$ cat src/hdl/host_port_cfg.svh
// constants for the programmed-I/O host bus port
// assumes a 250 MHz internal clock sampling asynchronous host pins
//
// Overview of operation
// [RL1] host presents a 15-bit location address before latching it
// [RL2] bus cycles count only while active-low chip select is low
// [RL3] strobe-high style: address captured on falling edge of latch strobe
// [RL4] strobe-high style read: low read strobe enables drivers with addressed byte
// [RL5] ready goes low right after read strobe falls
// [RL6] ready returns high once read data is stable
// [RL7] host waits for ready, then raises read strobe
// [RL8] raised read strobe releases the data bus
// [RL9] write strobe low enables input path, drivers stay off
// [RL10] byte stored on rising write strobe, which ends the cycle
// [RL11] style select low picks separate-strobe style, high picks strobe-and-direction style
// [RL12] strobe-and-direction style: address captured on rising edge of active-low address strobe
// [RL13] direction select high means read, low means write
// [RL14] data strobe low in a read drives the addressed byte
// [RL15] acknowledge asserted once read data is stable
// [RL16] host waits for acknowledge, then raises data strobe
// [RL17] data strobe low in a write enables input path only
// [RL18] acknowledge asserted after write data setup time
// [RL19] byte stored on rising data strobe after acknowledge, ending the cycle
// [RL20] strobes synchronised and edge-detected internally; chip select is synchronised but only used as a level
`ifndef HOST_PORT_CFG_SVH
`define HOST_PORT_CFG_SVH

`define ADDR_W          15
`define DATA_W          8
`define CLK_PERIOD_PS   4000
// settling time before read data is called stable, and write data setup time
`define READ_SETTLE_NS  20
`define WRITE_SETUP_NS  20
`define READ_SETTLE_CYC ((`READ_SETTLE_NS * 1000 + `CLK_PERIOD_PS - 1) / `CLK_PERIOD_PS)
`define WRITE_SETUP_CYC ((`WRITE_SETUP_NS * 1000 + `CLK_PERIOD_PS - 1) / `CLK_PERIOD_PS)
`define MEM_DEPTH       256

`endif

$ cat src/hdl/host_port_pkg.sv
// types shared by the host bus port
// assumes host_port_cfg.svh for widths
`include "host_port_cfg.svh"

package host_port_pkg;

	typedef enum logic [3:0] {
		ST_IDLE  = 4'b0001,
		ST_READ  = 4'b0010,
		ST_WRITE = 4'b0100,
		ST_DONE  = 4'b1000
	} port_state_t;

	// one access toward the location store
	typedef struct packed {
		logic                 wr;
		logic [`ADDR_W-1:0]   addr;
		logic [`DATA_W-1:0]   wdata;
	} loc_req_t;

endpackage

$ cat src/hdl/host_pio_bus_port.sv
// programmed-I/O host bus port: two bus styles, 15-bit address, 8-bit data
// assumes all host pins are asynchronous to clk_sys; data pin is three signals
`include "host_port_cfg.svh"
`timescale 1ns/1ps
`default_nettype none

module host_pio_bus_port
	import host_port_pkg::*;
#(
	parameter int MEM_DEPTH    = `MEM_DEPTH,
	parameter int SETTLE_CYC   = `READ_SETTLE_CYC,
	parameter int SETUP_CYC    = `WRITE_SETUP_CYC
)
(
	// clock and reset
	input  wire logic               clk_sys,
	input  wire logic               rst_b,
	// host control pins
	input  wire logic               bus_style_select,
	input  wire logic               chip_sel_b,
	input  wire logic               addr_latch_strobe,
	input  wire logic               read_or_data_strobe,
	input  wire logic               write_strobe_or_dir_select,
	input  wire logic [`ADDR_W-1:0] addr_in,
	// data pins
	input  wire logic [`DATA_W-1:0] data_in,
	output logic [`DATA_W-1:0]      data_out,
	output logic                    data_oe_b,
	// handshake back to host
	output logic                    transfer_acknowledge
);

	// wait counter is eight bits wide
	if (SETTLE_CYC < 1 || SETTLE_CYC > 255 || SETUP_CYC < 1 || SETUP_CYC > 255)
	begin : g_bad_wait
		$error("host_pio_bus_port: wait counts must be 1..255");
	end

	// two-stage sync of every asynchronous pin
	localparam int NS = 5;
	logic [NS-1:0] pin_raw;
	logic [NS-1:0] sync1_q;
	logic [NS-1:0] sync2_q;
	logic [NS-1:0] sync3_q;
	logic [`ADDR_W-1:0] addr_s1_q;
	logic [`ADDR_W-1:0] addr_s2_q;
	logic [`DATA_W-1:0] data_s1_q;
	logic [`DATA_W-1:0] data_s2_q;

	assign pin_raw = {bus_style_select, chip_sel_b, addr_latch_strobe,
		read_or_data_strobe, write_strobe_or_dir_select};

	always_ff @(posedge clk_sys)
	begin
		if (!rst_b)
		begin
			sync1_q <= 5'b0_1011;
			sync2_q <= 5'b0_1011;
			sync3_q <= 5'b0_1011;
		end
		else
		begin
			sync1_q <= pin_raw; // RL20
			sync2_q <= sync1_q;
			sync3_q <= sync2_q;
		end
	end

	// address and data words pass the same two stages
	always_ff @(posedge clk_sys)
	begin
		addr_s1_q <= addr_in;
		addr_s2_q <= addr_s1_q;
		data_s1_q <= data_in;
		data_s2_q <= data_s1_q;
	end

	logic style_hi;
	logic cs_b;
	logic als;
	logic rds;
	logic wrs;
	logic als_fall;
	logic als_rise;
	logic rds_fall;
	logic rds_rise;
	logic wrs_fall;
	logic wrs_rise;

	assign style_hi = sync2_q[4];
	assign cs_b     = sync2_q[3];
	assign als      = sync2_q[2];
	assign rds      = sync2_q[1];
	assign wrs      = sync2_q[0];
	assign als_fall = sync3_q[2] & ~als; // RL20
	assign als_rise = ~sync3_q[2] & als;
	assign rds_fall = sync3_q[1] & ~rds;
	assign rds_rise = ~sync3_q[1] & rds;
	assign wrs_fall = sync3_q[0] & ~wrs;
	assign wrs_rise = ~sync3_q[0] & wrs;

	// address latch
	logic [`ADDR_W-1:0] addr_q;
	logic               addr_cap;

	// RL11: style pin low selects separate read/write strobes
	assign addr_cap = ~cs_b & (style_hi ? als_rise : als_fall); // RL2 RL3 RL12

	always_ff @(posedge clk_sys)
	begin
		if (!rst_b)
			addr_q <= 15'h0000;
		else if (addr_cap)
			addr_q <= addr_s2_q;
	end

	// cycle start and end decode per style
	logic rd_start;
	logic wr_start;
	logic rd_end;
	logic wr_end;

	always_comb
	begin
		if (style_hi)
		begin
			rd_start = ~cs_b & rds_fall & wrs; // RL13 RL14
			wr_start = ~cs_b & rds_fall & ~wrs; // RL13 RL17
			rd_end   = rds_rise;
			wr_end   = rds_rise; // RL19
		end
		else
		begin
			rd_start = ~cs_b & rds_fall; // RL4
			wr_start = ~cs_b & wrs_fall; // RL9
			rd_end   = rds_rise; // RL8
			wr_end   = wrs_rise; // RL10
		end
	end

	// cycle state
	port_state_t state_q;
	logic [7:0]  wait_q;
	logic        ack_q;

	always_ff @(posedge clk_sys)
	begin
		if (!rst_b)
			state_q <= ST_IDLE;
		else
		begin
			case (state_q)
				ST_IDLE:
				begin
					if (rd_start)
						state_q <= ST_READ;
					else if (wr_start)
						state_q <= ST_WRITE;
				end
				ST_READ:
				begin
					if (rd_end)
						state_q <= ST_IDLE; // RL8
				end
				ST_WRITE:
				begin
					if (wr_end)
						state_q <= ST_DONE; // RL10 RL19
				end
				ST_DONE:
					state_q <= ST_IDLE;
				default:
					state_q <= ST_IDLE;
			endcase
		end
	end

	// settle / setup counter before the acknowledge
	always_ff @(posedge clk_sys)
	begin
		if (!rst_b)
		begin
			wait_q <= 8'h00;
			ack_q  <= 1'b0;
		end
		// a start inside an open cycle is ignored, as in the state machine
		else if (rd_start && state_q == ST_IDLE)
		begin
			wait_q <= 8'(SETTLE_CYC);
			ack_q  <= 1'b0; // RL5
		end
		else if (wr_start && state_q == ST_IDLE)
		begin
			wait_q <= 8'(SETUP_CYC);
			ack_q  <= 1'b0;
		end
		else if (state_q == ST_READ || state_q == ST_WRITE)
		begin
			if (wait_q != 8'h00)
				wait_q <= wait_q - 8'h01;
			else
				ack_q <= 1'b1; // RL6 RL15 RL18
		end
		else
			ack_q <= 1'b0;
	end

	// separate-strobe style: ready low while a read settles, else high.
	// strobe-and-direction style: acknowledge high when the cycle may finish.
	// the pin polarity is the one mux below; host logic must know the style.
	always_comb
	begin
		if (style_hi)
			transfer_acknowledge = ack_q; // RL15 RL18
		else
			transfer_acknowledge = ~(state_q == ST_READ) | ack_q; // RL5 RL6
	end

	// store access: write uses the data seen just before the rising strobe
	loc_req_t req;
	logic [`DATA_W-1:0] rdata;
	logic [`DATA_W-1:0] wdata_q;

	// data held in the strobe-low window; the rising edge is seen two clocks late
	always_ff @(posedge clk_sys)
	begin
		if (state_q == ST_WRITE && !wr_end)
			wdata_q <= data_s2_q;
	end

	always_comb
	begin
		req.wr    = (state_q == ST_DONE); // RL10 RL19
		req.addr  = addr_q;
		req.wdata = wdata_q;
	end

	loc_store #(
		.DEPTH (MEM_DEPTH)
	) u_store (
		.clk_sys (clk_sys),
		.req     (req),
		.rdata   (rdata)
	);

	// data bus drivers, enable active low
	always_ff @(posedge clk_sys)
	begin
		if (!rst_b)
		begin
			data_out  <= 8'h00;
			data_oe_b <= 1'b1;
		end
		else
		begin
			data_out  <= rdata; // RL4 RL14
			data_oe_b <= ~(state_q == ST_READ) | rd_end; // RL8 RL9 RL17
		end
	end

endmodule

`default_nettype wire

$ cat src/hdl/loc_store.sv
// small byte store standing in for the registers and buffers behind the port
// assumes one request a cycle; read data come out of a register
`include "host_port_cfg.svh"
`timescale 1ns/1ps
`default_nettype none

module loc_store
	import host_port_pkg::*;
#(
	parameter int DEPTH = `MEM_DEPTH
)
(
	// clock
	input  wire logic               clk_sys,
	// access
	input  wire loc_req_t           req,
	output logic [`DATA_W-1:0]      rdata
);

	localparam int AW = $clog2(DEPTH);

	if (DEPTH < 2 || DEPTH > (1 << `ADDR_W))
	begin : g_bad_depth
		$error("loc_store: DEPTH out of range");
	end

	logic [`DATA_W-1:0] mem [DEPTH];

	always_ff @(posedge clk_sys)
	begin
		if (req.wr)
			mem[req.addr[AW-1:0]] <= req.wdata;
	end

	always_ff @(posedge clk_sys)
	begin
		rdata <= mem[req.addr[AW-1:0]];
	end

endmodule

`default_nettype wire

$ cat config.mk
export PLATFORM = sky130hd
export DESIGN_NAME = host_pio_bus_port
export DESIGN_NICKNAME = d
export VERILOG_FILES = /design/src/hdl/host_port_pkg.sv /design/src/hdl/host_pio_bus_port.sv /design/src/hdl/loc_store.sv
export VERILOG_INCLUDE_DIRS = /design/src /design/src/hdl
export SDC_FILE = /design/constraint.sdc
export NUM_CORES = 2
export LEC_CHECK = 0
export ABC_AREA = 0
export BUFFER_PORTS_ARGS = -buffer_cell sky130_fd_sc_hd__buf_4
export CAP_MARGIN = 15
export CORE_MARGIN = 2
export CORE_UTILIZATION = 41
export DETAILED_ROUTE_END_ITERATION = 12
export SLEW_MARGIN = 40
export SYNTH_ARGS = -nofsm -noshare
export SYNTH_HDL_FRONTEND = slang
export SYNTH_SLANG_ARGS = --single-unit
export TNS_END_PERCENT = 1
$ cat constraint.sdc
create_clock -name clk_sys -period 12.1 [get_ports clk_sys]
set_clock_uncertainty 0.05 [all_clocks]
set_input_delay 1.21 -clock clk_sys [delete_from_list [all_inputs] [get_ports clk_sys]]
set_output_delay 1.21 -clock clk_sys [all_outputs]
set_load 0.01 [all_outputs]
Word level (Yosys, flattened, before mapping)
Memories as Yosys holds them, arrays and structs flattened. A register that Yosys moved wholly into a read port is not among the register bits.
Cells that the tools add are included.
Widths: inputs -> output; s select.
{"block": "word_totals", "in_bits": 30, "ff_bits": 83, "ram_bits": 2048, "output_inout_bits": 10, "n_memories": 1}
{"block": "op_classes", "muxes": 16, "n_reduce_logical": 13, "n_eq_ne": 7, "n_bitwise": 23, "n_addsub": 1}
{"name": "u_store.mem", "depth": 256, "width": 8, "rd": 1, "rd_clocked_by_memory_dff": 1, "wr": 1, "line": "loc_store.sv:27", "text": "logic [`DATA_W-1:0] mem [DEPTH];"}
{"cell": "$mux 4", "count": 4}
{"cell": "$mux 3", "count": 4}
{"cell": "$pmux 4 s3", "count": 1}
{"cell": "$and 1x1->1", "count": 11}
{"cell": "$not 1->1", "count": 10}
{"cell": "$reduce_bool 8->1", "count": 1}
{"cell": "$sub 8x1->8 const B", "count": 1}
{"cell": "$mux 1", "count": 7}
{"cell": "$reduce_bool 3->1", "count": 2}
{"cell": "$eq 4x1->1 const B", "count": 1}
{"cell": "$eq 4x2->1 const B", "count": 1}
{"cell": "$eq 4x3->1 const B", "count": 1}
{"cell": "$eq 4x4->1 const B", "count": 1}
{"cell": "$ne 2x2->1 const B", "count": 2}
{"cell": "$reduce_and 2->1", "count": 2}
{"cell": "$reduce_or 4->1", "count": 1}
{"cell": "$logic_and 1x1->1", "count": 3}
{"cell": "$ne 3x3->1 const B", "count": 1}
{"cell": "$reduce_and 3->1", "count": 1}
{"cell": "$reduce_or 3->1", "count": 1}
{"cell": "$or 1x1->1", "count": 2}
{"cell": "$logic_not 1->1", "count": 1}
{"cell": "$logic_or 1x1->1", "count": 1}

Longest topological paths before layout
{"block": "depth", "depth_word": 8, "mapped_depth": 9, "mapped_depth_nobuf": 6}

Modules after synthesis
From an unflattened synthesis, not the netlist that was laid out.
{"block": "unflattened", "cells_unflattened": 3783, "area_unflattened_um2": 81558.2}
{"mod": "loc_store", "area_per_inst_um2": 78492.8, "seq_area_each_um2": 61659.1, "cells_per_inst": 3547, "n_inst": 1}
{"mod": "host_pio_bus_port", "area_per_inst_um2": 3065.4, "seq_area_each_um2": 2162.1, "cells_per_inst": 236, "n_inst": 1}

Worst setup path after synthesis
Ideal clock, no wire load.
{"block": "synth_timing", "kind": "register -> register", "start": "reg wdata_q[0]", "end": "mem u_store.mem[0][0] (netlist bit), data pin", "t_required_ps": 11233, "path_slack_ps": 8004, "t_arrival_ps": 3228, "path_stages_with_launch": 1, "path_buffers": 0, "synth_period_minus_slack_ps": 4096, "setup_time_ps": 817, "path_cell_list": "edfxtp_1"}
{"item": "from (decl)", "line": "host_pio_bus_port.sv:222", "text": "logic [`DATA_W-1:0] wdata_q;"}
{"item": "from (signal assigned)", "line": "host_pio_bus_port.sv:228", "text": "wdata_q <= data_s2_q;"}
{"item": "to (decl)", "line": "loc_store.sv:27"}
No word-level cell before the write port.

==> implementation parameters <==
Parameter                              Value

Run status
  Run status    finished, final reports clean

Synth
  Distinct cell type count of the synthesized netlist    40
  Post-Synthesis Net Count    ~3.8k
  YS warnings    0
  Mapped cell area    80,810 µm²
  Asr flop ratio synth    0%
  Share of the yosys chip area belonging to registers    78.46%
  Syn Area/Cell    between 20 and 25 µm²
  Library cell with the largest summed area after synthesis    edfxtp_1
  List of most frequent post-synthesis cells    2,056 x edfxtp_1, 512 x mux4_2, 274 x nor2_1
  Main area contributors after synthesis    edfxtp_1 76%, mux4_2 14%, a22oi_1 2.4%, dfxtp_1 2.1%, nor2_1 1.3%
  Most used flip-flop cell after synthesis    edfxtp_1
  Number of enable-type register cells in the synthesized netlist    between 2k and 2.5k
  Area share of the leading cell type in the synthesized netlist    between 70% and 80%
  Most common cell in the synthesized netlist    edfxtp_1
  Register bit total from synthesis    2,139
  Number of standard cells after synthesis    between 3k and 4k

Worst hold path
  Start point of the worst min-delay path    addr_s1_q[0]
  Number of cells traversed by the worst hold path    0
  Class of the tightest hold or removal check    reg -> reg
  Destination of the worst hold path    addr_s2_q[0]

Clock network
  Post-cts resize count    0
  Number of setup buffers added after CTS    0
  Total clock sinks    between 2k and 2.5k
  Clock tree from TritonCTS    yes
  Number of buffers created by CTS    roughly 210
  Largest buffer count on any clock path    3
  Clock tree root driver cell    clkbuf_16
  CTS clock-pin slew for the worst setup and hold paths    about 0.060 ns
  Clock Latency Late Sink    about 0.84 ns
  Quantity of hold-fixing buffers added after cts    0
  CTS HTree Levels    4

STA
  Worst slew slack as a fraction of its limit    a little under two fifths
  Final Max Slew Viols    0
  Highest clock rate    around 220 MHz
  Setup violation total in the final timing report    0
  Post-route clock period utilization    between 30% and 40%
  Worst Setup Slack, final    about 7.5 ns
  Worst hold slack    0.2754 ns
  Number of hold violations in the final report    0
  Worst-Margin Slew    ~0.93 ns
  RSZ-0062 raised after global routing    false
  Final critical delay including setup and external delays    4.623 ns
  Total Negative Setup Slacks    0 ns

Setup path
  Cell breakdown of the critical path    buf_12 -> buf_16 -> buf_12 -> mux4_2 -> a22oi_1 -> a21oi_1 -> o41ai_1 -> nand4_1
  Highest-delay cell along the critical path    dfxtp_4
  Class of the most critical setup path    reg -> reg
  Arrival @ worst endpoint    between 5 and 6 ns
  Peak per-stage delay on the critical path    approximately 0.8 ns
  Critical path peak fanout    78
  Cell repeated most along the worst path    buf_12
  Length in cells of the worst reg-to-reg path    8
  Source of the worst register-to-register timing path    addr_q[0]
  Reg2Reg Capture Point    u_store.rdata[0]
  Crit path max-delay family    compound AO/OA/AOI/OAI gates
  Startpoint type of the worst setup path    register
  Worst reg2reg setup slack    roughly 7.5 ns
  Worst Setup End Kind    register
  Worst path required time    12.74 ns
  Buf+Inv Stages, Crit Path    3

Floorplanning
  Vertical die dimension    ~450 µm
  Die Width    approximately 450 µm
  Starting Density    approximately 41%
  Die area    200,700 µm²
  Io pins    40
  Number of core rows    roughly 160
  Core region area    a little under 200,000 µm²

Final layout
  Number of nets in the layout    approximately 3.9k
  Fraction of layout instances using a drive strength above 1    between 20 and 30%
  Post-route cell area    just over 90,000 µm²
  Core utilization of the finished layout    a little under half
  Synth-to-layout area growth    12.93%
  Post-route insts no fill    6,624

Global routing
  Total Routing Usage GR    18.93%
  Final global-route overflow total    0
  Antenna violations before repair    3
  Via count of the first global-routing pass    ~38k
  Pin count of the biggest net entering global routing    182
  Wire length of the first global-routing pass    between 200,000 and 300,000 µm

Detailed routing
  Number of optimization iterations in the first detailed-route pass    5
  Post-route DRC violation count    0
  Number of vias after detailed routing    37.53k
  Routed wire length    between 150,000 and 200,000 µm
  Initial DRC Count    a little under 4k
  Routed wirelength normalized by instance count    28.78 µm
  Antenna Violating Nets Remaining    0
  Via-per-instance ratio    approximately 5.7

Placement
  Final weighted congestion in routability-driven placement    0.7740
  HPWL after DPL    between 100,000 and 150,000 µm
  Total placed instance area    84,320 µm²
  Port Buffers    32
  # placed instances    a little over 6k
  Worst setup timing slack at the placement stage    about 7.1 ns

Power and ir drop
  Max rail drop VDD    roughly 0.18 mV
  Pleak    ~27 nW
  Design Power    ~14 mW
  Cell Pwr Density    approximately 160 nW/µm²

Run
  Max Cap Violations    0
-- final cells by class --
| cell class | count | area, µm² |
|---|---|---|
| tap | 2624 | 3283 |
| clock inverter | 129 | 1106 |
| inverter | 4 | 15.01 |
| antenna | 3 | 7.507 |
| timing repair buffer | 113 | 1175 |
| sequential | 2139 | 63410 |
| multi-input combinational | 1352 | 16760 |
| clock buffer | 260 | 5495 |
| fill | 16103 | 104100 |
-- worst max path at each step --
stage,start,to,slack (ns),cells after the start
2_1_floorplan,wdata_q[0],u_store.mem[0][0],8.00,0
3_3_place_gp,addr_q[0],u_store.mem[173][1],7.15,6
3_5_place_dp,addr_q[0],u_store.mem[41][0],7.14,7
4_1_cts,addr_q[0],u_store.mem[105][0],7.13,7
5_1_grt,addr_q[0],u_store.rdata[2],7.08,9
6_report,addr_q[0],u_store.rdata[0],7.48,8
-- flip-flops by register name, summed over array words and instances (netlist names), 4 cells and up --
name	flops
addr_s2_q	8
sync2_q	5
sync1_q	5
u_store.rdata	8
data_s2_q	8
data_s1_q	8
wdata_q	8
addr_q	8
wait_q	8
data_out	8
addr_s1_q	8
u_store.mem	2048
state_q	4
-- per-layer routing --
metal	vias to the layer above	routed length [µm]	GRT usage, %
met2	1313	94630	31.15
met5	-	13	0
met3	284	12650	3.265
li1	15875	-	-
met1	20051	77670	25.71
met4	2	5654	6.258
-- cells in the final DEF, fill, tap and decap left out, types with 8 or more instances in the layout --
master | Yosys | routed
buf_6 | 13 | 15
nand2_2 | 0 | 9
edfxtp_1 | 2056 | 2056
mux4_2 | 512 | 512
nand2b_1 | 11 | 9
nor2b_1 | 21 | 18
nor2_1 | 274 | 213
nand4_1 | 13 | 13
nand2_1 | 32 | 15
a22oi_1 | 256 | 256
clkbuf_16 | 0 | 212
dfxtp_1 | 83 | 81
clkinv_1 | 0 | 42
clkbuf_1 | 144 | 47
buf_4 | 17 | 79
nor2_2 | 0 | 60
clkinv_2 | 0 | 53
buf_12 | 0 | 11
mux2i_1 | 9 | 9
o41ai_1 | 32 | 20
bufinv_16 | 0 | 16
nand2_4 | 0 | 8
and2_1 | 16 | 15
a21oi_1 | 133 | 132
-- worst reg2reg max path, cell delays in order, from the launching register on --
cell,delay [ns]
dfxtp_4,0.82
buf_12,0.35
buf_16,0.42
buf_12,0.67
mux4_2,0.66
a22oi_1,0.36
a21oi_1,0.17
o41ai_1,0.82
nand4_1,0.16
-- cell families (layout without fill, tap and decap cells) --
family / Yosys count / in the layout / synth area share, %
AO/OA/AOI/OAI: 430 / 430 / 3.626
XOR/XNOR: 7 / 7 / 0.07587
adder cells (fa/ha/maj): 1 / 1 / 0.01548
buffers and inverters: 235 / 506 / 1.342
flip-flops: 2139 / 2139 / 78.46
multiplexers: 521 / 521 / 14.38
other: 0 / 3 / 0
AND/OR/NAND/NOR: 393 / 393 / 2.100
-- report_power, final --
part	switching, mW	internal, mW	total, mW	leakage (nW)
clock	2.74	3.56	6.30	3.25
sequential	0.00487	8.00	8.00	19.2
combinational	0.0333	0.0270	0.0602	4.62
No activity file was read; power rests on OpenSTA's default activity.
